<file path="src/rtl/asc_pkg.sv">
// constants, field layout and state codes of the converter control block
// assumes a 32-bit apb slave with byte addresses and one word per register
package asc_pkg;

   // ****************************************
   // register map
   // ****************************************
   localparam int ASC_AW = 8;
   localparam int ASC_DW = 32;
   localparam logic [ASC_AW-1:0] ASC_OFS_CTRL0 = 8'h00;
   localparam logic [ASC_AW-1:0] ASC_OFS_CTRL1 = 8'h04;
   localparam logic [ASC_AW-1:0] ASC_OFS_CTRL2 = 8'h08;
   localparam logic [ASC_AW-1:0] ASC_OFS_RESH = 8'h0C;
   localparam logic [ASC_AW-1:0] ASC_OFS_RESL = 8'h10;

   // ****************************************
   // field positions
   // ****************************************
   localparam int ASC_C0_START = 7;
   localparam int ASC_C0_BUSY = 6;
   localparam int ASC_C0_PWR = 5;
   localparam int ASC_C0_FMT = 4;
   localparam int ASC_C0_CHAN = 0;
   localparam int ASC_CHAN_W = 4;
   localparam int ASC_C1_SRC = 5;
   localparam int ASC_C1_REF = 3;
   localparam int ASC_C1_DIV = 0;
   localparam int ASC_DIV_W = 3;
   localparam int ASC_C2_MODE = 6;
   localparam int ASC_C2_RES = 5;
   localparam int ASC_C2_FIX = 1;
   localparam int ASC_C2_TEMP_SENSOR_ENABLE = 0;
   localparam int ASC_CHAN_NONE = 3;

   // ****************************************
   // reset values
   // ****************************************
   localparam logic ASC_FIX_ONE_RST = 1'b1;
   localparam logic [ASC_DW-1:0] ASC_RD_ZERO = 32'h0000_0000;

   // ****************************************
   // codes
   // ****************************************
   localparam logic [2:0] ASC_SRC_EXT0 = 3'h0;
   localparam logic [2:0] ASC_SRC_BG = 3'h1;
   localparam logic [2:0] ASC_SRC_TS = 3'h2;
   localparam logic [2:0] ASC_SRC_GND0 = 3'h3;
   localparam logic [2:0] ASC_SRC_GND1 = 3'h4;
   localparam logic [2:0] ASC_SRC_EXT1 = 3'h5;
   localparam logic [2:0] ASC_SRC_EXT2 = 3'h6;
   localparam logic [2:0] ASC_SRC_BAD = 3'h7;
   localparam logic [1:0] ASC_REF_PIN = 2'h0;
   localparam logic [1:0] ASC_REF_TS = 2'h2;
   localparam logic [1:0] ASC_MODE_LC = 2'h3;

   // ****************************************
   // conversion lengths in converter clocks
   // ****************************************
   localparam int ASC_CNT_W = 6;
   localparam logic [5:0] ASC_TOT_12 = 6'h10;
   localparam logic [5:0] ASC_SMP_12 = 6'h04;
   localparam logic [5:0] ASC_TOT_12_TS = 6'h3A;
   localparam logic [5:0] ASC_SMP_12_TS = 6'h2E;
   localparam logic [5:0] ASC_TOT_10_LC = 6'h0C;
   localparam logic [5:0] ASC_SMP_10_LC = 6'h02;
   localparam logic [5:0] ASC_TOT_10 = 6'h0D;
   localparam logic [5:0] ASC_SMP_10 = 6'h03;
   localparam int ASC_RES_W = 12;

   typedef enum logic [1:0] {
      ASC_IDLE = 2'b00,
      ASC_SAMPLE = 2'b01,
      ASC_CONVERT = 2'b10,
      ASC_STORE = 2'b11
   } asc_state_t;

endpackage

</file>
<file path="src/rtl/asc_clk_div.sv">
// converter clock divider: one tick every 2**sel system clocks
// assumes sel is static while a conversion runs; restart realigns the phase
`timescale 1ns/100ps
`default_nettype none
module asc_clk_div #(
   parameter int SEL_W = 3,
   parameter int CNT_W = 7
) (
   input wire logic mclk_i,
   input wire logic arst_n_i,
   input wire logic [SEL_W-1:0] sel_i,
   input wire logic restart_i,
   output logic tick_o
);
   logic [CNT_W-1:0] cnt_r;
   logic [CNT_W-1:0] limit;
   logic tick_r;

   always_comb begin
      limit = ~({CNT_W{1'b1}} << sel_i);
   end

   always_ff @(posedge mclk_i or negedge arst_n_i) begin
      if (!arst_n_i) begin
         cnt_r <= '0;
         tick_r <= 1'b0;
      end else if (restart_i || cnt_r == limit) begin
         cnt_r <= '0;
         tick_r <= !restart_i;
      end else begin
         cnt_r <= cnt_r + 1'b1;
         tick_r <= 1'b0;
      end
   end

   assign tick_o = tick_r;
endmodule
`default_nettype wire

</file>
<file path="src/rtl/asc_ctrl.sv">
// converter control: apb registers, input and reference routing, divider,
// conversion sequencer, busy flag, completion request and result formatting
// assumes the analog core delivers its result on conv_data_i, asynchronously
//
// How it works
// source codes route channel, bandgap, sensor, ground
// source code 111 writes are ignored
// sensor input only in 12-bit mode; the code routes the sensor in 10-bit mode too
// reference codes pick pin, supply, sensor reference
// sensor reference only in 12-bit mode; the code selects it in 10-bit mode too
// divider code n divides system clock by 2**n
// two-bit rate mode field selects speed class
// resolution bit zero twelve bits, one ten
// control two bits 4..2 read zero
// software keeps fixed bit at one
// software enables sensor and waits settle time
// sensor use needs 12-bit, rate mode 00
// start bit high then low starts conversion
// busy set at start, cleared at completion
// completion raises the converter request
// software keeps converter clock 0.5 to 10 us
// sensor conversion wants 1 to 2 us clock
// software waits after power enable
// software deselects pins for internal inputs
// software keeps reference pin unconfigured internally
// channel codes 8..15 connect no pin
// 12-bit lasts 16 clocks, sensor 58
// 10-bit lasts 12 low current, else 13
// result stored before busy clears
// start during conversion restarts sampling
`timescale 1ns/100ps
`default_nettype none
module asc_ctrl (
   input wire logic mclk_i,
   input wire logic arst_n_i,
   input wire logic psel_i,
   input wire logic penable_i,
   input wire logic pwrite_i,
   input wire logic [asc_pkg::ASC_AW-1:0] paddr_i,
   input wire logic [asc_pkg::ASC_DW-1:0] pwdata_i,
   output logic [asc_pkg::ASC_DW-1:0] prdata_o,
   output logic pready_o,
   output logic pslverr_o,
   input wire logic [asc_pkg::ASC_RES_W-1:0] conv_data_i,
   output logic power_enable_o,
   output logic temp_sensor_enable_o,
   output logic resolution_10bit_o,
   output logic [1:0] conversion_rate_mode_o,
   output logic [asc_pkg::ASC_CHAN_W-1:0] external_channel_select_o,
   output logic ext_pin_connect_o,
   output logic route_bandgap_o,
   output logic route_sensor_o,
   output logic route_ground_o,
   output logic ref_pin_o,
   output logic ref_supply_o,
   output logic ref_sensor_o,
   output logic sample_o,
   output logic convert_o,
   output logic conv_clk_tick_o,
   output logic conversion_busy_flag_o,
   output logic conv_irq_req_o
);
   import asc_pkg::*;

   // ****************************************
   // register state
   // ****************************************
   logic start_bit_r;
   logic pwr_en_r;
   logic fmt_r;
   logic [ASC_CHAN_W-1:0] chan_r;
   logic [2:0] src_r;
   logic [1:0] ref_r;
   logic [ASC_DIV_W-1:0] div_r;
   logic [1:0] mode_r;
   logic res10_r;
   logic fix_one_r;
   logic temp_sensor_enable_r;
   logic [ASC_RES_W-1:0] res_r;
   logic [ASC_RES_W-1:0] data_meta_r;
   logic [ASC_RES_W-1:0] data_sync_r;

   logic [ASC_DW-1:0] prdata_r;
   logic pready_r;
   logic pslverr_r;
   logic setup;
   logic wr_en;
   logic wr_c0;
   logic wr_c1;
   logic wr_c2;
   logic addr_hit;
   logic start_go;
   logic [ASC_DW-1:0] rd_mux;
   logic [7:0] resh;
   logic [7:0] resl;

   asc_state_t state_r;
   logic [ASC_CNT_W-1:0] cnt_r;
   logic [ASC_CNT_W-1:0] tot_r;
   logic [ASC_CNT_W-1:0] smp_r;
   logic [ASC_CNT_W-1:0] tot_nxt;
   logic [ASC_CNT_W-1:0] smp_nxt;
   logic busy_r;
   logic irq_r;
   logic tick;
   logic tick_r;
   logic done_now;

   // ****************************************
   // apb slave, zero wait states
   // ****************************************
   always_comb begin
      setup = psel_i && !penable_i;
      wr_en = psel_i && penable_i && pwrite_i && pready_r;
      wr_c0 = wr_en && paddr_i == ASC_OFS_CTRL0;
      wr_c1 = wr_en && paddr_i == ASC_OFS_CTRL1;
      wr_c2 = wr_en && paddr_i == ASC_OFS_CTRL2;
      addr_hit = paddr_i == ASC_OFS_CTRL0 || paddr_i == ASC_OFS_CTRL1 ||
                 paddr_i == ASC_OFS_CTRL2 || paddr_i == ASC_OFS_RESH ||
                 paddr_i == ASC_OFS_RESL;
   end

   // result byte placement by resolution and format
   always_comb begin
      if (res10_r) begin
         if (fmt_r) begin
            resh = {6'h00, res_r[9:8]};
            resl = res_r[7:0];
         end else begin
            resh = res_r[9:2];
            resl = {res_r[1:0], 6'h00};
         end
      end else begin
         if (fmt_r) begin
            resh = {4'h0, res_r[11:8]};
            resl = res_r[7:0];
         end else begin
            resh = res_r[11:4];
            resl = {res_r[3:0], 4'h0};
         end
      end
   end

   always_comb begin
      rd_mux = ASC_RD_ZERO;
      unique case (paddr_i)
         ASC_OFS_CTRL0: begin
            rd_mux[ASC_C0_START] = start_bit_r;
            rd_mux[ASC_C0_BUSY] = busy_r;
            rd_mux[ASC_C0_PWR] = pwr_en_r;
            rd_mux[ASC_C0_FMT] = fmt_r;
            rd_mux[ASC_C0_CHAN +: ASC_CHAN_W] = chan_r;
         end
         ASC_OFS_CTRL1: begin
            rd_mux[ASC_C1_SRC +: 3] = src_r;
            rd_mux[ASC_C1_REF +: 2] = ref_r;
            rd_mux[ASC_C1_DIV +: ASC_DIV_W] = div_r;
         end
         ASC_OFS_CTRL2: begin
            rd_mux[ASC_C2_MODE +: 2] = mode_r;
            rd_mux[ASC_C2_RES] = res10_r;
            rd_mux[ASC_C2_FIX] = fix_one_r;
            rd_mux[ASC_C2_TEMP_SENSOR_ENABLE] = temp_sensor_enable_r;
         end
         ASC_OFS_RESH: rd_mux[7:0] = resh;
         ASC_OFS_RESL: rd_mux[7:0] = resl;
         default: rd_mux = ASC_RD_ZERO;
      endcase
   end

   always_ff @(posedge mclk_i or negedge arst_n_i) begin
      if (!arst_n_i) begin
         pready_r <= 1'b0;
         pslverr_r <= 1'b0;
         prdata_r <= ASC_RD_ZERO;
      end else begin
         pready_r <= setup;
         pslverr_r <= setup && !addr_hit;
         prdata_r <= setup ? rd_mux : ASC_RD_ZERO;
      end
   end

   // ****************************************
   // control registers
   // ****************************************
   always_ff @(posedge mclk_i or negedge arst_n_i) begin
      if (!arst_n_i) begin
         start_bit_r <= 1'b0;
         pwr_en_r <= 1'b0;
         fmt_r <= 1'b0;
         chan_r <= '0;
      end else if (wr_c0) begin
         start_bit_r <= pwdata_i[ASC_C0_START];
         pwr_en_r <= pwdata_i[ASC_C0_PWR];
         fmt_r <= pwdata_i[ASC_C0_FMT];
         chan_r <= pwdata_i[ASC_C0_CHAN +: ASC_CHAN_W];
      end
   end

   always_ff @(posedge mclk_i or negedge arst_n_i) begin
      if (!arst_n_i) begin
         src_r <= ASC_SRC_EXT0;
         ref_r <= ASC_REF_PIN;
         div_r <= '0;
      end else if (wr_c1) begin
         if (pwdata_i[ASC_C1_SRC +: 3] != ASC_SRC_BAD) begin
            src_r <= pwdata_i[ASC_C1_SRC +: 3];
         end
         ref_r <= pwdata_i[ASC_C1_REF +: 2];
         div_r <= pwdata_i[ASC_C1_DIV +: ASC_DIV_W];
      end
   end

   always_ff @(posedge mclk_i or negedge arst_n_i) begin
      if (!arst_n_i) begin
         mode_r <= 2'h0;
         res10_r <= 1'b0;
         fix_one_r <= ASC_FIX_ONE_RST;
         temp_sensor_enable_r <= 1'b0;
      end else if (wr_c2) begin
         mode_r <= pwdata_i[ASC_C2_MODE +: 2];
         res10_r <= pwdata_i[ASC_C2_RES];
         fix_one_r <= pwdata_i[ASC_C2_FIX];
         temp_sensor_enable_r <= pwdata_i[ASC_C2_TEMP_SENSOR_ENABLE];
      end
   end

   // ****************************************
   // routing outputs
   // ****************************************
   always_ff @(posedge mclk_i or negedge arst_n_i) begin
      if (!arst_n_i) begin
         ext_pin_connect_o <= 1'b0;
         route_bandgap_o <= 1'b0;
         route_sensor_o <= 1'b0;
         route_ground_o <= 1'b0;
         ref_pin_o <= 1'b0;
         ref_supply_o <= 1'b0;
         ref_sensor_o <= 1'b0;
      end else begin
         ext_pin_connect_o <= (src_r == ASC_SRC_EXT0 || src_r == ASC_SRC_EXT1 ||
                               src_r == ASC_SRC_EXT2) && !chan_r[ASC_CHAN_NONE];
         route_bandgap_o <= src_r == ASC_SRC_BG;
         route_sensor_o <= src_r == ASC_SRC_TS;
         route_ground_o <= src_r == ASC_SRC_GND0 || src_r == ASC_SRC_GND1;
         ref_pin_o <= ref_r == ASC_REF_PIN;
         ref_sensor_o <= ref_r == ASC_REF_TS;
         ref_supply_o <= ref_r[0];
      end
   end

   always_ff @(posedge mclk_i or negedge arst_n_i) begin
      if (!arst_n_i) begin
         power_enable_o <= 1'b0;
         temp_sensor_enable_o <= 1'b0;
         resolution_10bit_o <= 1'b0;
         conversion_rate_mode_o <= 2'h0;
         external_channel_select_o <= '0;
      end else begin
         power_enable_o <= pwr_en_r;
         temp_sensor_enable_o <= temp_sensor_enable_r;
         resolution_10bit_o <= res10_r;
         conversion_rate_mode_o <= mode_r;
         external_channel_select_o <= chan_r;
      end
   end

   // ****************************************
   // converter clock
   // ****************************************
   asc_clk_div #(
      .SEL_W(ASC_DIV_W),
      .CNT_W(7)
   ) u_div (
      .mclk_i(mclk_i),
      .arst_n_i(arst_n_i),
      .sel_i(div_r),
      .restart_i(start_go),
      .tick_o(tick)
   );

   // ****************************************
   // conversion sequencer
   // ****************************************
   always_comb begin
      start_go = wr_c0 && start_bit_r && !pwdata_i[ASC_C0_START] && pwr_en_r;
      done_now = state_r == ASC_CONVERT && tick && cnt_r == tot_r - 1'b1;
      if (res10_r) begin
         tot_nxt = (mode_r == ASC_MODE_LC) ? ASC_TOT_10_LC : ASC_TOT_10;
         smp_nxt = (mode_r == ASC_MODE_LC) ? ASC_SMP_10_LC : ASC_SMP_10;
      end else begin
         tot_nxt = (src_r == ASC_SRC_TS) ? ASC_TOT_12_TS : ASC_TOT_12;
         smp_nxt = (src_r == ASC_SRC_TS) ? ASC_SMP_12_TS : ASC_SMP_12;
      end
   end

   always_ff @(posedge mclk_i or negedge arst_n_i) begin
      if (!arst_n_i) begin
         state_r <= ASC_IDLE;
         cnt_r <= '0;
         tot_r <= ASC_TOT_12;
         smp_r <= ASC_SMP_12;
         busy_r <= 1'b0;
      end else if (!pwr_en_r) begin
         state_r <= ASC_IDLE;
         busy_r <= 1'b0;
      end else if (start_go) begin
         state_r <= ASC_SAMPLE;
         cnt_r <= '0;
         tot_r <= tot_nxt;
         smp_r <= smp_nxt;
         busy_r <= 1'b1;
      end else begin
         unique case (state_r)
            ASC_IDLE: begin
               cnt_r <= '0;
            end
            ASC_SAMPLE, ASC_CONVERT: begin
               if (done_now) begin
                  state_r <= ASC_STORE;
               end else if (tick) begin
                  cnt_r <= cnt_r + 1'b1;
                  state_r <= (cnt_r + 1'b1 < smp_r) ? ASC_SAMPLE : ASC_CONVERT;
               end
            end
            ASC_STORE: begin
               state_r <= ASC_IDLE;
               busy_r <= 1'b0;
            end
         endcase
      end
   end

   // result capture one cycle before busy falls
   always_ff @(posedge mclk_i or negedge arst_n_i) begin
      if (!arst_n_i) begin
         data_meta_r <= '0;
         data_sync_r <= '0;
         res_r <= '0;
      end else begin
         data_meta_r <= conv_data_i;
         data_sync_r <= data_meta_r;
         if (done_now && pwr_en_r && !start_go) begin
            res_r <= data_sync_r;
         end
      end
   end

   always_ff @(posedge mclk_i or negedge arst_n_i) begin
      if (!arst_n_i) begin
         irq_r <= 1'b0;
         tick_r <= 1'b0;
         sample_o <= 1'b0;
         convert_o <= 1'b0;
      end else begin
         irq_r <= state_r == ASC_STORE && pwr_en_r && !start_go;
         tick_r <= tick;
         sample_o <= state_r == ASC_SAMPLE;
         convert_o <= state_r == ASC_CONVERT;
      end
   end

   assign prdata_o = prdata_r;
   assign pready_o = pready_r;
   assign pslverr_o = pslverr_r;
   assign conversion_busy_flag_o = busy_r;
   assign conv_irq_req_o = irq_r;
   assign conv_clk_tick_o = tick_r;
endmodule
`default_nettype wire

</file>
<file path="config.mk">
export PLATFORM = sky130hd
export DESIGN_NAME = asc_ctrl
export DESIGN_NICKNAME = d
export VERILOG_FILES = /design/src/rtl/asc_pkg.sv /design/src/rtl/asc_clk_div.sv /design/src/rtl/asc_ctrl.sv
export SDC_FILE = /design/constraint.sdc
export NUM_CORES = 1
export LEC_CHECK = 0
export ABC_CLOCK_PERIOD_IN_PS = 3300
export BUFFER_PORTS_ARGS = -buffer_cell sky130_fd_sc_hd__buf_2
export CORE_MARGIN = 4
export CORE_UTILIZATION = 29
export CTS_CLUSTER_SIZE = 25
export DETAILED_ROUTE_END_ITERATION = 8
export HOLD_SLACK_MARGIN = 0.1
export PLACE_DENSITY = 0.46
export SYNTH_ARGS = -nofsm -noshare
export SYNTH_HDL_FRONTEND = slang
export SYNTH_SLANG_ARGS = --single-unit
export TNS_END_PERCENT = 30
</file>
<file path="constraint.sdc">
create_clock -name mclk_i -period 3.3 [get_ports mclk_i]
set_input_delay 0.495 -clock mclk_i [delete_from_list [all_inputs] [get_ports mclk_i]]
set_output_delay 0.495 -clock mclk_i [all_outputs]
set_load 0.01 [all_outputs]
</file>
After elaboration in Yosys (flattened, before gate mapping)
Index checks and enable logic that the tools add are counted.
{"block": "totals", "elab_cells": 141, "in_bits": 57, "register_bits": 115, "output_inout_bits": 55}
{"block": "op_classes", "n_shift": 1, "eq_ne": 23, "mux": 31, "reduce_logical": 41, "n_lt_le_gt_ge": 1, "bitwise_logic": 1, "add_sub_neg": 3}
{"operator": "$mux 8", "n": 7}
{"operator": "$mux 6", "n": 7}
{"operator": "$logic_and 1x1->1", "n": 18}
{"operator": "$eq 8x4->1 const B", "n": 2}
{"operator": "$pmux 3 s5", "n": 1}
{"operator": "$pmux 3 s4", "n": 1}
{"operator": "$pmux 6 s2", "n": 1}
{"operator": "$mux 2", "n": 5}
{"operator": "$pmux 2 s5", "n": 1}
{"operator": "$eq 3x3->1 const B", "n": 3}
{"operator": "$eq 2x2->1 const B", "n": 4}
{"operator": "$eq 8x3->1 const B", "n": 1}
{"operator": "$eq 8x5->1 const B", "n": 1}
{"operator": "$logic_not 8->1", "n": 1}
{"operator": "$logic_or 1x1->1", "n": 8}
{"operator": "$add 7x1->7 const B", "n": 1}
{"operator": "$eq 7x7->1", "n": 1}
{"operator": "$mux 7", "n": 1}
{"operator": "$not 7->7", "n": 1}
{"operator": "$shl 7x3->7 const A", "n": 1}
{"operator": "$add 6x1->6 const B", "n": 1}
{"operator": "$eq 3x2->1 const B", "n": 2}
{"operator": "$eq 6x6->1", "n": 1}
{"operator": "$lt 6x6->1", "n": 1}
{"operator": "17 further kinds", "n": 30}

Depth between registers and ports, before layout
Gate-level depths: netlist (run 1).
{"block": "depth", "depth_word": 9, "mapped_depth": 9, "ltp_nobuf": 8}

By module
A second synthesis (run 1) with hierarchy kept.
{"block": "unflattened", "cells_unflattened": 442, "hier_area_um2": 5253.8}
{"module": "asc_ctrl", "cells_each": 396, "seq_area_each_um2": 2504.9, "n_inst": 1, "area_per_inst_um2": 4727.0}
{"module": "asc_clk_div", "cells_each": 46, "seq_area_each_um2": 200.2, "n_inst": 1, "area_per_inst_um2": 526.8}

Worst setup path before layout (run 1)
Ideal clock, no wire load.
{"block": "synth_path", "path_type": "input -> register", "start": "input paddr_i[5] (netlist name)", "end": "register cnt_r[4]", "required_ns": 3.175, "n_path_buf": 1, "arrival_time_ns": 2.404, "setup_time_ns": 0.125, "setup_slack_ns": 0.771, "cell_stages": 6, "cell_sequence": "or4_1 clkbuf_1 o41a_1 a21o_1 a31oi_4 mux2_4"}
{"block": "synth_via", "elab_chain_len": 7, "elab_cells_between_ends": 10, "cone_classes": "eq/ne: 2; mux: 1; reduce/logical: 7"}
{"item": "start: declaration", "line": "asc_ctrl.sv:39", "source": "input wire logic [asc_pkg::ASC_AW-1:0] paddr_i,"}
{"item": "$logic_not 8->1 *", "line": "asc_ctrl.sv:115", "source": "wr_c0 = wr_en && paddr_i == ASC_OFS_CTRL0;"}
{"item": "$logic_and 1x1->1 *", "line": "asc_ctrl.sv:115"}
{"item": "$logic_and 1x1->1 * (3 in a row)", "line": "asc_ctrl.sv:286", "source": "start_go = wr_c0 && start_bit_r && !pwdata_i[ASC_C0_START] && pwr_en_r;"}
{"item": "$ne 3x1->1 (no source line), or another cell as far along"}
{"item": "$reduce_and 4->1 (no source line)"}
{"item": "end signal: assignment", "line": "asc_ctrl.sv:322", "source": "cnt_r <= cnt_r + 1'b1;"}
{"item": "end: declaration", "line": "asc_ctrl.sv:98", "source": "logic [ASC_CNT_W-1:0] cnt_r;"}
Every way passes the cells marked *; elsewhere a longest branch is shown, timed or not.
A chain may end at the register's enable or synchronous reset.

Worst setup path after layout (run 1)
{"block": "layout_path", "start": "register tot_r[0]", "end": "register res_r[11]"}
{"block": "layout_via", "elab_chain_len": 5}
{"item": "start: declaration", "line": "asc_ctrl.sv:99", "source": "logic [ASC_CNT_W-1:0] tot_r;"}
{"item": "start signal: assignment", "line": "asc_ctrl.sv:310", "source": "tot_r <= tot_nxt;"}
{"item": "$sub 6x1->6", "line": "asc_ctrl.sv:287", "source": "done_now = state_r == ASC_CONVERT && tick && cnt_r == tot_r - 1'b1;"}
{"item": "$eq 6x6->1", "line": "asc_ctrl.sv:287"}
{"item": "$logic_and 1x1->1", "line": "asc_ctrl.sv:287"}
{"item": "$logic_and 1x1->1 (2 in a row)", "line": "asc_ctrl.sv:343", "source": "if (done_now && pwr_en_r && !start_go) begin"}
{"item": "end signal: assignment", "line": "asc_ctrl.sv:344", "source": "res_r <= data_sync_r;"}
{"item": "end: declaration", "line": "asc_ctrl.sv:79", "source": "logic [ASC_RES_W-1:0] res_r;"}
Every way passes these cells.

==> results of run 1 <==
==> report_power, final <==
group	total, mW	internal (mW)	switching, mW
clock	1.12	0.602	0.521
sequential	1.39	1.36	0.0332
combinational	0.147	0.0535	0.0931
==> placed cells by master, fill, tap and decap left out, drive strengths merged, types with 2 or more instances in the layout <==
cell,Yosys,routed
dfrtp,106,106
buf,28,70
nand2,35,35
nor2,31,31
o21ai,29,29
mux2,27,27
a21oi,24,24
conb,1,24
inv,19,22
ha,13,13
mux2i,11,11
nor3,9,9
xnor2,9,9
clkbuf,15,9
nand3,8,8
xor2,6,6
nand4,5,5
nand2b,5,5
a222oi,5,5
and3,5,5
nor4,4,4
and2,4,4
a221oi,3,3
nor2b,3,3
nor3b,3,3
or4,3,3
a22oi,2,2
nand3b,2,2
a21o,2,2
or3,2,2
o41a,2,2
clkinv,0,2
dfstp,2,2
o211ai,2,2
a31oi,2,2
==> path summary, 6_finish.rpt <==
path | start | to | slack [ns] | cells past startpoint
max | tot_r[0] | res_r[11] | 0.58 | 8
min | conv_data_i[5] | data_meta_r[5] | 0.24 | 1
max reg2reg | tot_r[0] | res_r[11] | 0.58 | 8
min reg2reg | data_meta_r[7] | data_sync_r[7] | 0.35 | 0
max in group asynchronous | arst_n_i | res_r[9] | 2.22 | 2
min in group asynchronous | arst_n_i | convert_o | 0.27 | 1
==> per-layer routing <==
metal	vias up	GRT usage, %
li1	1619	-
met1	1644	15.2
met2	85	21.5
met3	21	2.45
met4	0	6.14
met5	-	0
==> through the flow <==
stage | utilization [%] | hold WS (ns)
2_1_floorplan | - | 0.199
3_3_place_gp | 32.5 | 0.333
3_5_place_dp | 32.5 | 0.335
4_1_cts | 34.4 | 0.222
5_1_grt | 34.4 | 0.226
6_report | 34.4 | 0.242
==> registers in the layout, indices dropped and copies added (netlist names), 3 cells and up <==
| signal | cells |
|---|---|
| chan_r | 4 |
| prdata_o | 8 |
| cnt_r | 6 |
| tot_r | 5 |
| res_r | 12 |
| data_sync_r | 12 |
| div_r | 3 |
| u_div.cnt_r | 7 |
| external_channel_select_o | 4 |
| src_r | 3 |
| data_meta_r | 12 |
==> final cells by class <==
class | instances | area (um^2)
flip-flops and latches | 108 | 2710
inverters | 19 | 71.3
well taps | 220 | 275
clock buffers | 9 | 225
fillers | 1677 | 10900
clock inverters | 7 | 83.8
multi-input cells | 293 | 1990
repair buffers | 70 | 370
==> cell families after synthesis <==
logic type / Yosys count
muxes: 38
other: 1
adders and majority gates: 13
xor gates and xnor gates: 15
and+or+nand+nor: 121
AOI/OAI and AO/OA: 82
DFF: 108
buffers and inverters: 62
==> flow_summary.toml, run 1 <==
[run_status]
outcome = "completed"

[flow_run]
maxCapViolCount = 0

[placed_design]
place_congestion = 0.833
hpwl_mm = 8.58
place_ws_ns = 0.485
place_area_um2 = 5410
io_buffers = 63
dp_cells = 710

[synthesis]
ys_types = 59
ys_top_cells_by_count = "dfrtp_1, nand2_1, nor2_1"
synth.area.mux_share_pct = 9.22
synthTopCellsByArea = "dfrtp_1, buf_4, mux2_2"
synth_largest_area_cell = "dfrtp_1"
synth_seq_cells = 108
yosysWarnings = 0
synth.most_common_cell = "dfrtp_1"
synth_top_family_by_area = "simple AND/OR/NAND/NOR gates"
synth_flop_cell = "dfrtp_1"
synth-simple-area-share_pct = 12.4
synth_cells = 440
synthAdderAreaFrac_pct = 3.29
netlist_area_um2 = 4940
synth_top_area_share_pct = 53.7
ys_seq_area_share_pct = 54.8
syn_area_per_cell_um2 = 11.2
synth_compound_area_share_pct = 10.8
synth-edff-count = 0
postSynth.asyncResetShare_pct = 100
synth-xor-area-share_pct = 2.66

[critical_path]
cp_max_fo = 12
crit_buf_inv = 1
crit_type = "reg2reg"
crit_chain = "inv_1 -> ha_1 -> xor2_1 -> a311o_1 -> a22oi_1 -> and2_1 -> and3_4 -> mux2_2"
arrival_ns = 2.96
end_kind = "register"
crit_required_ns = 3.54
slowest_delay_ns = 0.43
cp-start-kind = "register"
critPathSlowestCell = "dfrtp_1"
cp_top_family = "compound AO/OA/AOI/OAI gates"

[sta]
min_period_ns = 2.72
slew_headroom_pct = 39.1
rsz0062_at_grt = "no"
fmax_mhz = 367
skew_ns = 0.0116
layout_setup_ws_ns = 0.576
drv_slew = 0
worst_slew_pin_slew_ns = 0.913
timing.final.crit_share_pct = 82.5
tns_ns = 0
hold_viol = 0
setup_viol = 0

[die]
core-area_um2 = 16600
initial_core_util_pct = 29.7
fp-row-count = 47
die_area_um2 = 19200
io_pins = 112
die_y_um = 138
die_w_um = 138

[clock_tree]
cts_setup_buffers = 0
cts_tree = "yes"
cts.sinks = 108
clock_latency_ns = 0.36
cts-root-buf = "clkbuf_16"
cts_resized = 0
clk_pin_slew_ns = 0.08
numCtsBuffers = 9
htreeDepth = 3
ctsHoldBuffers = 0
clk_path_buf_depth = 2

[layout]
syn_to_final_growth_pct = 15.8
n_antenna_cell = 0
fin_area_um2 = 5720
nets = 571
drive_gt1_share_pct = 24.1
fin_cells = 726

[min_path]
hold_class = "in2reg"

[power]
power.leakage_nw = 2.70
fin_total_pwr_mw = 2.66
p_per_area_nw_per_um2 = 466
ir_worst_vdd_v = 0.000244

[routing]
met1_length_mm = 4.70
via_per_inst = 4.64
highest_layer = "met4"
wl_per_cell_um = 15.9
routed_wirelength_mm = 11.5
wl_met3_um = 474
first_iter_violations = 226
drtAntennaViolNets = 0
routed-wl-met2_mm = 5.98
firstDrtPassIters = 4
vias = 3369
drc_errors = 0

[global_routing]
antenna_found_initial = 0
grt_overflow = 0
grt_start_max_net_pins = 72
grt_pass1_wl_mm = 19.4
grt.total_usage_pct = 12.6
first_global_vias = 3626
Note: power is estimated with default switching activity, not from simulation.
==> inputs of run 2 (changes only) <==
--- a/config.mk
+++ b/config.mk
@@ -5,7 +5,7 @@
 export SDC_FILE = /design/constraint.sdc
 export NUM_CORES = 1
 export LEC_CHECK = 0
-export ABC_CLOCK_PERIOD_IN_PS = 3300
+export ABC_CLOCK_PERIOD_IN_PS = 2600
 export BUFFER_PORTS_ARGS = -buffer_cell sky130_fd_sc_hd__buf_2
 export CORE_MARGIN = 4
 export CORE_UTILIZATION = 29
==> constraint.sdc (replaced) <==
create_clock -name mclk_i -period 2.6 [get_ports mclk_i]
set_input_delay 0.39 -clock mclk_i [delete_from_list [all_inputs] [get_ports mclk_i]]
set_output_delay 0.39 -clock mclk_i [all_outputs]
set_load 0.01 [all_outputs]
==> flow_summary.toml, run 2 (same netlist as run 1, synthesis figures left out) <==
[sta]
slew_headroom_pct = 49.3
fmax_mhz = 401
min_period_ns = 2.49
drv_slew = 0
timing.final.crit_share_pct = 95.9
layout_setup_ws_ns = 0.107
tns_ns = 0
skew_ns = 0.00589
rsz0062_at_grt = "no"
setup_viol = 0
hold_viol = 0
worst_slew_pin_slew_ns = 0.761

[global_routing]
grt_start_max_net_pins = 67
grt.total_usage_pct = 12.4
antenna_found_initial = 0
grt_overflow = 0
first_global_vias = 3665
grt_pass1_wl_mm = 19.2

[routing]
vias = 3438
drc_errors = 0
wl_per_cell_um = 15.6
firstDrtPassIters = 4
drtAntennaViolNets = 0
first_iter_violations = 177
routed_wirelength_mm = 11.5
via_per_inst = 4.66

[clock_tree]
cts_resized = 0
clk_path_buf_depth = 2
clock_latency_ns = 0.35
clk_pin_slew_ns = 0.07
cts_tree = "yes"
cts-root-buf = "clkbuf_16"
cts_setup_buffers = 0
cts.sinks = 108
htreeDepth = 3
ctsHoldBuffers = 1
numCtsBuffers = 9

[min_path]
hold_path_depth = 1
hold_class = "in2reg"
min_to = "data_meta_r[4]"
hp-start = "conv_data_i[4]"

[layout]
fin_cells = 737
n_antenna_cell = 0
fin_area_um2 = 5800
drive_gt1_share_pct = 25.5
final_common_cell = "dfrtp_1"
syn_to_final_growth_pct = 17.4
final_cell_mix = "dfrtp_1, buf_2, nand2_1"
nets = 582
fillers = 1666
largest_registers = "data_meta_r (12), data_sync_r (12), res_r (12)"

[die]
die_y_um = 138
die_area_um2 = 19200
core-area_um2 = 16600
die_w_um = 138
fp-row-count = 47
initial_core_util_pct = 29.7
io_pins = 112

[critical_path]
arrival_ns = 2.74
end_kind = "register"
cp-start-kind = "register"
rr_worst_depth = 8
reg2reg_slack_ns = 0.11
crit_chain = "inv_1 -> ha_1 -> xor2_1 -> a311o_1 -> a22oi_1 -> and2_1 -> and3_4 -> mux2_2"
crit_required_ns = 2.84
slowest_delay_ns = 0.39
crit_buf_inv = 1
rr_endpoint = "res_r[11]"
critPathSlowestCell = "dfrtp_1"
crit_type = "reg2reg"
cp_top_family = "simple AND/OR/NAND/NOR gates"
r2r_start = "tot_r[1]"
cp_max_fo = 12

[power]
fin_total_pwr_mw = 3.30
p_per_area_nw_per_um2 = 569
ir_worst_vdd_v = 0.000434
power.leakage_nw = 2.76

[placed_design]
place_congestion = 0.815
dp_cells = 720
place_ws_ns = -0.0733
place_area_um2 = 5500
hpwl_mm = 8.68
io_buffers = 63

[flow_run]
maxCapViolCount = 0

[run_status]
outcome = "completed"
[run 2: changes by cell type in the layout (fill, tap and decap cells not counted), sizes merged]
cell         change
dlygate4sd3      +1
buf             +10
clkinvlp         -1
bufinv           -1
inv              +1
clkinv           +1
[run 2: how the worst max path moves through the flow]
stage	start	end	slack [ns]	depth (start not counted)
after floorplan	paddr_i[5]	cnt_r[4]	0.18	6
after global placement	paddr_i[1]	prdata_o[4]	-0.09	9
after detailed placement	paddr_i[1]	prdata_o[4]	-0.07	9
after CTS	tot_r[1]	res_r[11]	0.12	8
after global routing	tot_r[1]	res_r[0]	0.03	8
final	tot_r[1]	res_r[11]	0.11	8
[run 2: metal layers]
| metal | vias up | wire length (um) | global-route usage, % | part of all wire [%] |
|---|---|---|---|---|
| met5 | - | 0 | 0 | 0 |
| li1 | 1636 | - | - | - |
| met4 | 0 | 282 | 4.84 | 2.5 |
| met2 | 79 | 5920 | 21.5 | 52 |
| met1 | 1700 | 4780 | 14.8 | 42 |
| met3 | 23 | 481 | 3.18 | 4.2 |
[run 2: metrics by stage]
step / hold WS (ns) / utilization [%]
final: 0.136 / 34.8
after global routing: 0.114 / 34.8
after floorplan: 0.0944 / -
after detailed placement: 0.335 / 33.0
after CTS: 0.117 / 34.8
after global placement: 0.332 / 33.0
[run 2: power breakdown]
part	total, mW	switching (mW)	internal, mW
clock network	1.34	0.666	0.676
logic	0.190	0.118	0.0722
registers	1.77	0.0433	1.73
[run 2: layout make-up]
type | count | area [um^2] | area share, %
Tap cell | 220 | 275 | 4.75
Timing Repair Buffer | 81 | 468 | 8.07
Inverter | 19 | 71.3 | 1.23
Sequential cell | 108 | 2710 | 46.6
Multi-Input combinational cell | 293 | 1990 | 34.3
Clock buffer | 9 | 225 | 3.88
Clock inverter | 7 | 67.6 | 1.17
[run 2: worst reg2reg max path: stages, from the launching register on]
cell and delay [ns]:
dfrtp_1 0.39, inv_1 0.07, ha_1 0.21, xor2_1 0.18
a311o_1 0.33, a22oi_1 0.24, and2_1 0.24, and3_4 0.36
mux2_2 0.37
==> inputs of run 3 (changes only) <==
--- a/config.mk
+++ b/config.mk
@@ -5,9 +5,10 @@
 export SDC_FILE = /design/constraint.sdc
 export NUM_CORES = 1
 export LEC_CHECK = 0
+export ABC_AREA = 1
 export ABC_CLOCK_PERIOD_IN_PS = 2600
 export BUFFER_PORTS_ARGS = -buffer_cell sky130_fd_sc_hd__buf_2
-export CORE_MARGIN = 4
+export CORE_MARGIN = 8
 export CORE_UTILIZATION = 29
 export CTS_CLUSTER_SIZE = 25
 export DETAILED_ROUTE_END_ITERATION = 8
==> flow_summary.toml, run 3 <==
[clock_tree]
cts-root-buf = "clkbuf_16"
numCtsBuffers = 9
cts.sinks = 108
clock_latency_ns = 0.36
clk_path_buf_depth = 2
cts_resized = 0
cts_tree = "yes"
cts_setup_buffers = 0
htreeDepth = 3
clk_pin_slew_ns = 0.07
ctsHoldBuffers = 1

[power]
p_per_area_nw_per_um2 = 534
power.leakage_nw = 3.07
pwr-share-seq_pct = 54.5
clockPowerShare_pct = 40.9
ir_worst_vdd_v = 0.000415
p_comb_share_pct = 4.6
switching_share_pct = 23.5
p_sw_uw = 745
internal-power_mw = 2.43

[die]
fp-row-count = 48
core-area_um2 = 17400
die_area_um2 = 22300
die_y_um = 149
initial_core_util_pct = 29.7
die_w_um = 149
io_pins = 112

[synthesis]
synth_top_area_share_pct = 51.4
synth_largest_area_cell = "dfrtp_1"
netlist_area_um2 = 5160
synthTopCellsByArea = "dfrtp_1, nand2_1, nand3_1"
synth_flop_cell = "dfrtp_1"
synth.most_common_cell = "nand2_1"
synth_cells = 594
synth-edff-count = 0
synth.area.mux_share_pct = 0.218
synth_seq_cells = 108
ys_types = 42
synth-simple-area-share_pct = 25.9
ys_top_cells_by_count = "nand2_1, dfrtp_1, inv_1, nand3_1, nor2_1"
syn_area_per_cell_um2 = 8.69
synth_top_family_by_area = "simple AND/OR/NAND/NOR gates"
yosysWarnings = 0
ys_seq_area_share_pct = 52.4
postSynth.asyncResetShare_pct = 100
synth_compound_area_share_pct = 7.32
synthAdderAreaFrac_pct = 3.15
synth-xor-area-share_pct = 1.36

[critical_path]
arrival_ns = 2.20
crit_buf_inv = 1
crit_chain = "nand3_1 -> nor3_1 -> xor2_1 -> ha_1 -> nand2_1 -> nand2_1 -> inv_1 -> nand3_1 -> nor2_1 -> o21ai_0"
crit_type = "reg2reg"
end_kind = "register"
critPathSlowestCell = "dfrtp_1"
cp_top_family = "simple AND/OR/NAND/NOR gates"
cp-start-kind = "register"
slowest_delay_ns = 0.46
cp_max_fo = 6
crit_required_ns = 2.83

[routing]
drtAntennaViolNets = 0
routed_wirelength_mm = 12.3
wl_per_cell_um = 13.8
vias = 3935
drc_errors = 0
first_iter_violations = 174
via_per_inst = 4.41
firstDrtPassIters = 4

[sta]
slew_headroom_pct = 64.0
min_period_ns = 1.97
worst_slew_pin_slew_ns = 0.538
timing.final.crit_share_pct = 75.7
drv_slew = 0
setup_viol = 0
tns_ns = 0
fmax_mhz = 508
hold_viol = 0
rsz0062_at_grt = "no"
skew_ns = 0.00789

[run_status]
outcome = "completed"

[layout]
final_common_cell = "nand2_1"
syn_to_final_growth_pct = 15.1
largest_registers = "data_meta_r (12), data_sync_r (12), res_r (12)"
final_cell_mix = "nand2_1, dfrtp_1, buf_2"
drive_gt1_share_pct = 17.8
n_antenna_cell = 0
fin_cells = 892
nets = 733
fin_area_um2 = 5940

[global_routing]
antenna_found_initial = 0
first_global_vias = 4053
grt_overflow = 0
grt.total_usage_pct = 11.6
grt_start_max_net_pins = 76
grt_pass1_wl_mm = 20.5

[placed_design]
dp_cells = 876
hpwl_mm = 9.55
place_area_um2 = 5650
io_buffers = 63
place_congestion = 0.828

[min_path]
hold_class = "in2reg"

[flow_run]
maxCapViolCount = 0
-- run 3: changes by cell type after synthesis, sizes merged, moves of 9 or more --
cell / change
o21ai: +9
nand2: +129
nor2: +27
mux2: -26
clkbuf: -12
nand3: +46
mux2i: -11
inv: +45
-- run 3: final cells by class --
cell class | count | area (um^2)
Clock buffer | 10 | 239
Clock inverter | 5 | 37.5
Fill cell | 1847 | 11400
Inverter | 67 | 253
Multi-Input combinational cell | 408 | 2050
Sequential cell | 108 | 2710
Tap cell | 225 | 282
Timing Repair Buffer | 69 | 378
-- run 3: cell families after synthesis --
logic type                 Yosys count
and+or+nand+nor                    294
DFF                                108
buffers and inverters              101
AOI/OAI and AO/OA                   68
adders and majority gates           13
xor gates and xnor gates             8
other                                1
muxes                                1
-- run 3: metal layers --
metal	GRT usage [%]	vias up	share of wire, %
met5	0	-	0
met4	3.84	0	1.3
met3	3.75	11	6.8
met2	19.3	83	48
met1	14.0	1855	44
li1	-	1986	-
-- run 3: per-stage QoR --
step | power [mW] | setup WS, ns | util, % | hold slack [ns]
after floorplan | 1.85 | 0.965 | - | 0.0944
after global placement | 1.91 | 0.608 | 32.6 | 0.332
after detailed placement | 1.91 | 0.570 | 32.6 | 0.335
after CTS | 3.24 | 0.617 | 34.2 | 0.119
after global routing | 3.33 | 0.411 | 34.2 | 0.116
final | 3.18 | 0.633 | 34.2 | 0.136
-- run 3: worst paths after layout --
kind / start / to / slack (ns) / depth (start not counted)
worst max-delay path: cnt_r[2] / state_r[1] / 0.63 / 10
worst min-delay path: conv_data_i[5] / data_meta_r[5] / 0.14 / 1
worst max register to register: cnt_r[2] / state_r[1] / 0.63 / 10
worst min register to register: data_meta_r[2] / data_sync_r[2] / 0.35 / 0
max in group asynchronous: arst_n_i / tot_r[4] / 1.31 / 3
min in group asynchronous: arst_n_i / chan_r[2] / 0.52 / 2
-- run 3: worst reg2reg max path: cells and delay by family (launching register included) --
family	cells	cell delay, ns
AO/OA/AOI/OAI	1	0.10
XOR/XNOR	1	0.22
adder cells (fa/ha/maj)	1	0.29
buffers and inverters	1	0.04
flip-flops	1	0.46
AND/OR/NAND/NOR	6	0.72
-- run 3: power by group through the flow --
stage / Clock, mW / Sequential (mW) / Combinational (mW)
after global placement: 0 / 1.76 / 0.144
after floorplan: 0 / 1.76 / 0.0918
after global routing: 1.43 / 1.74 / 0.168
after detailed placement: 0 / 1.76 / 0.147
final: 1.30 / 1.73 / 0.146
after CTS: 1.36 / 1.73 / 0.149
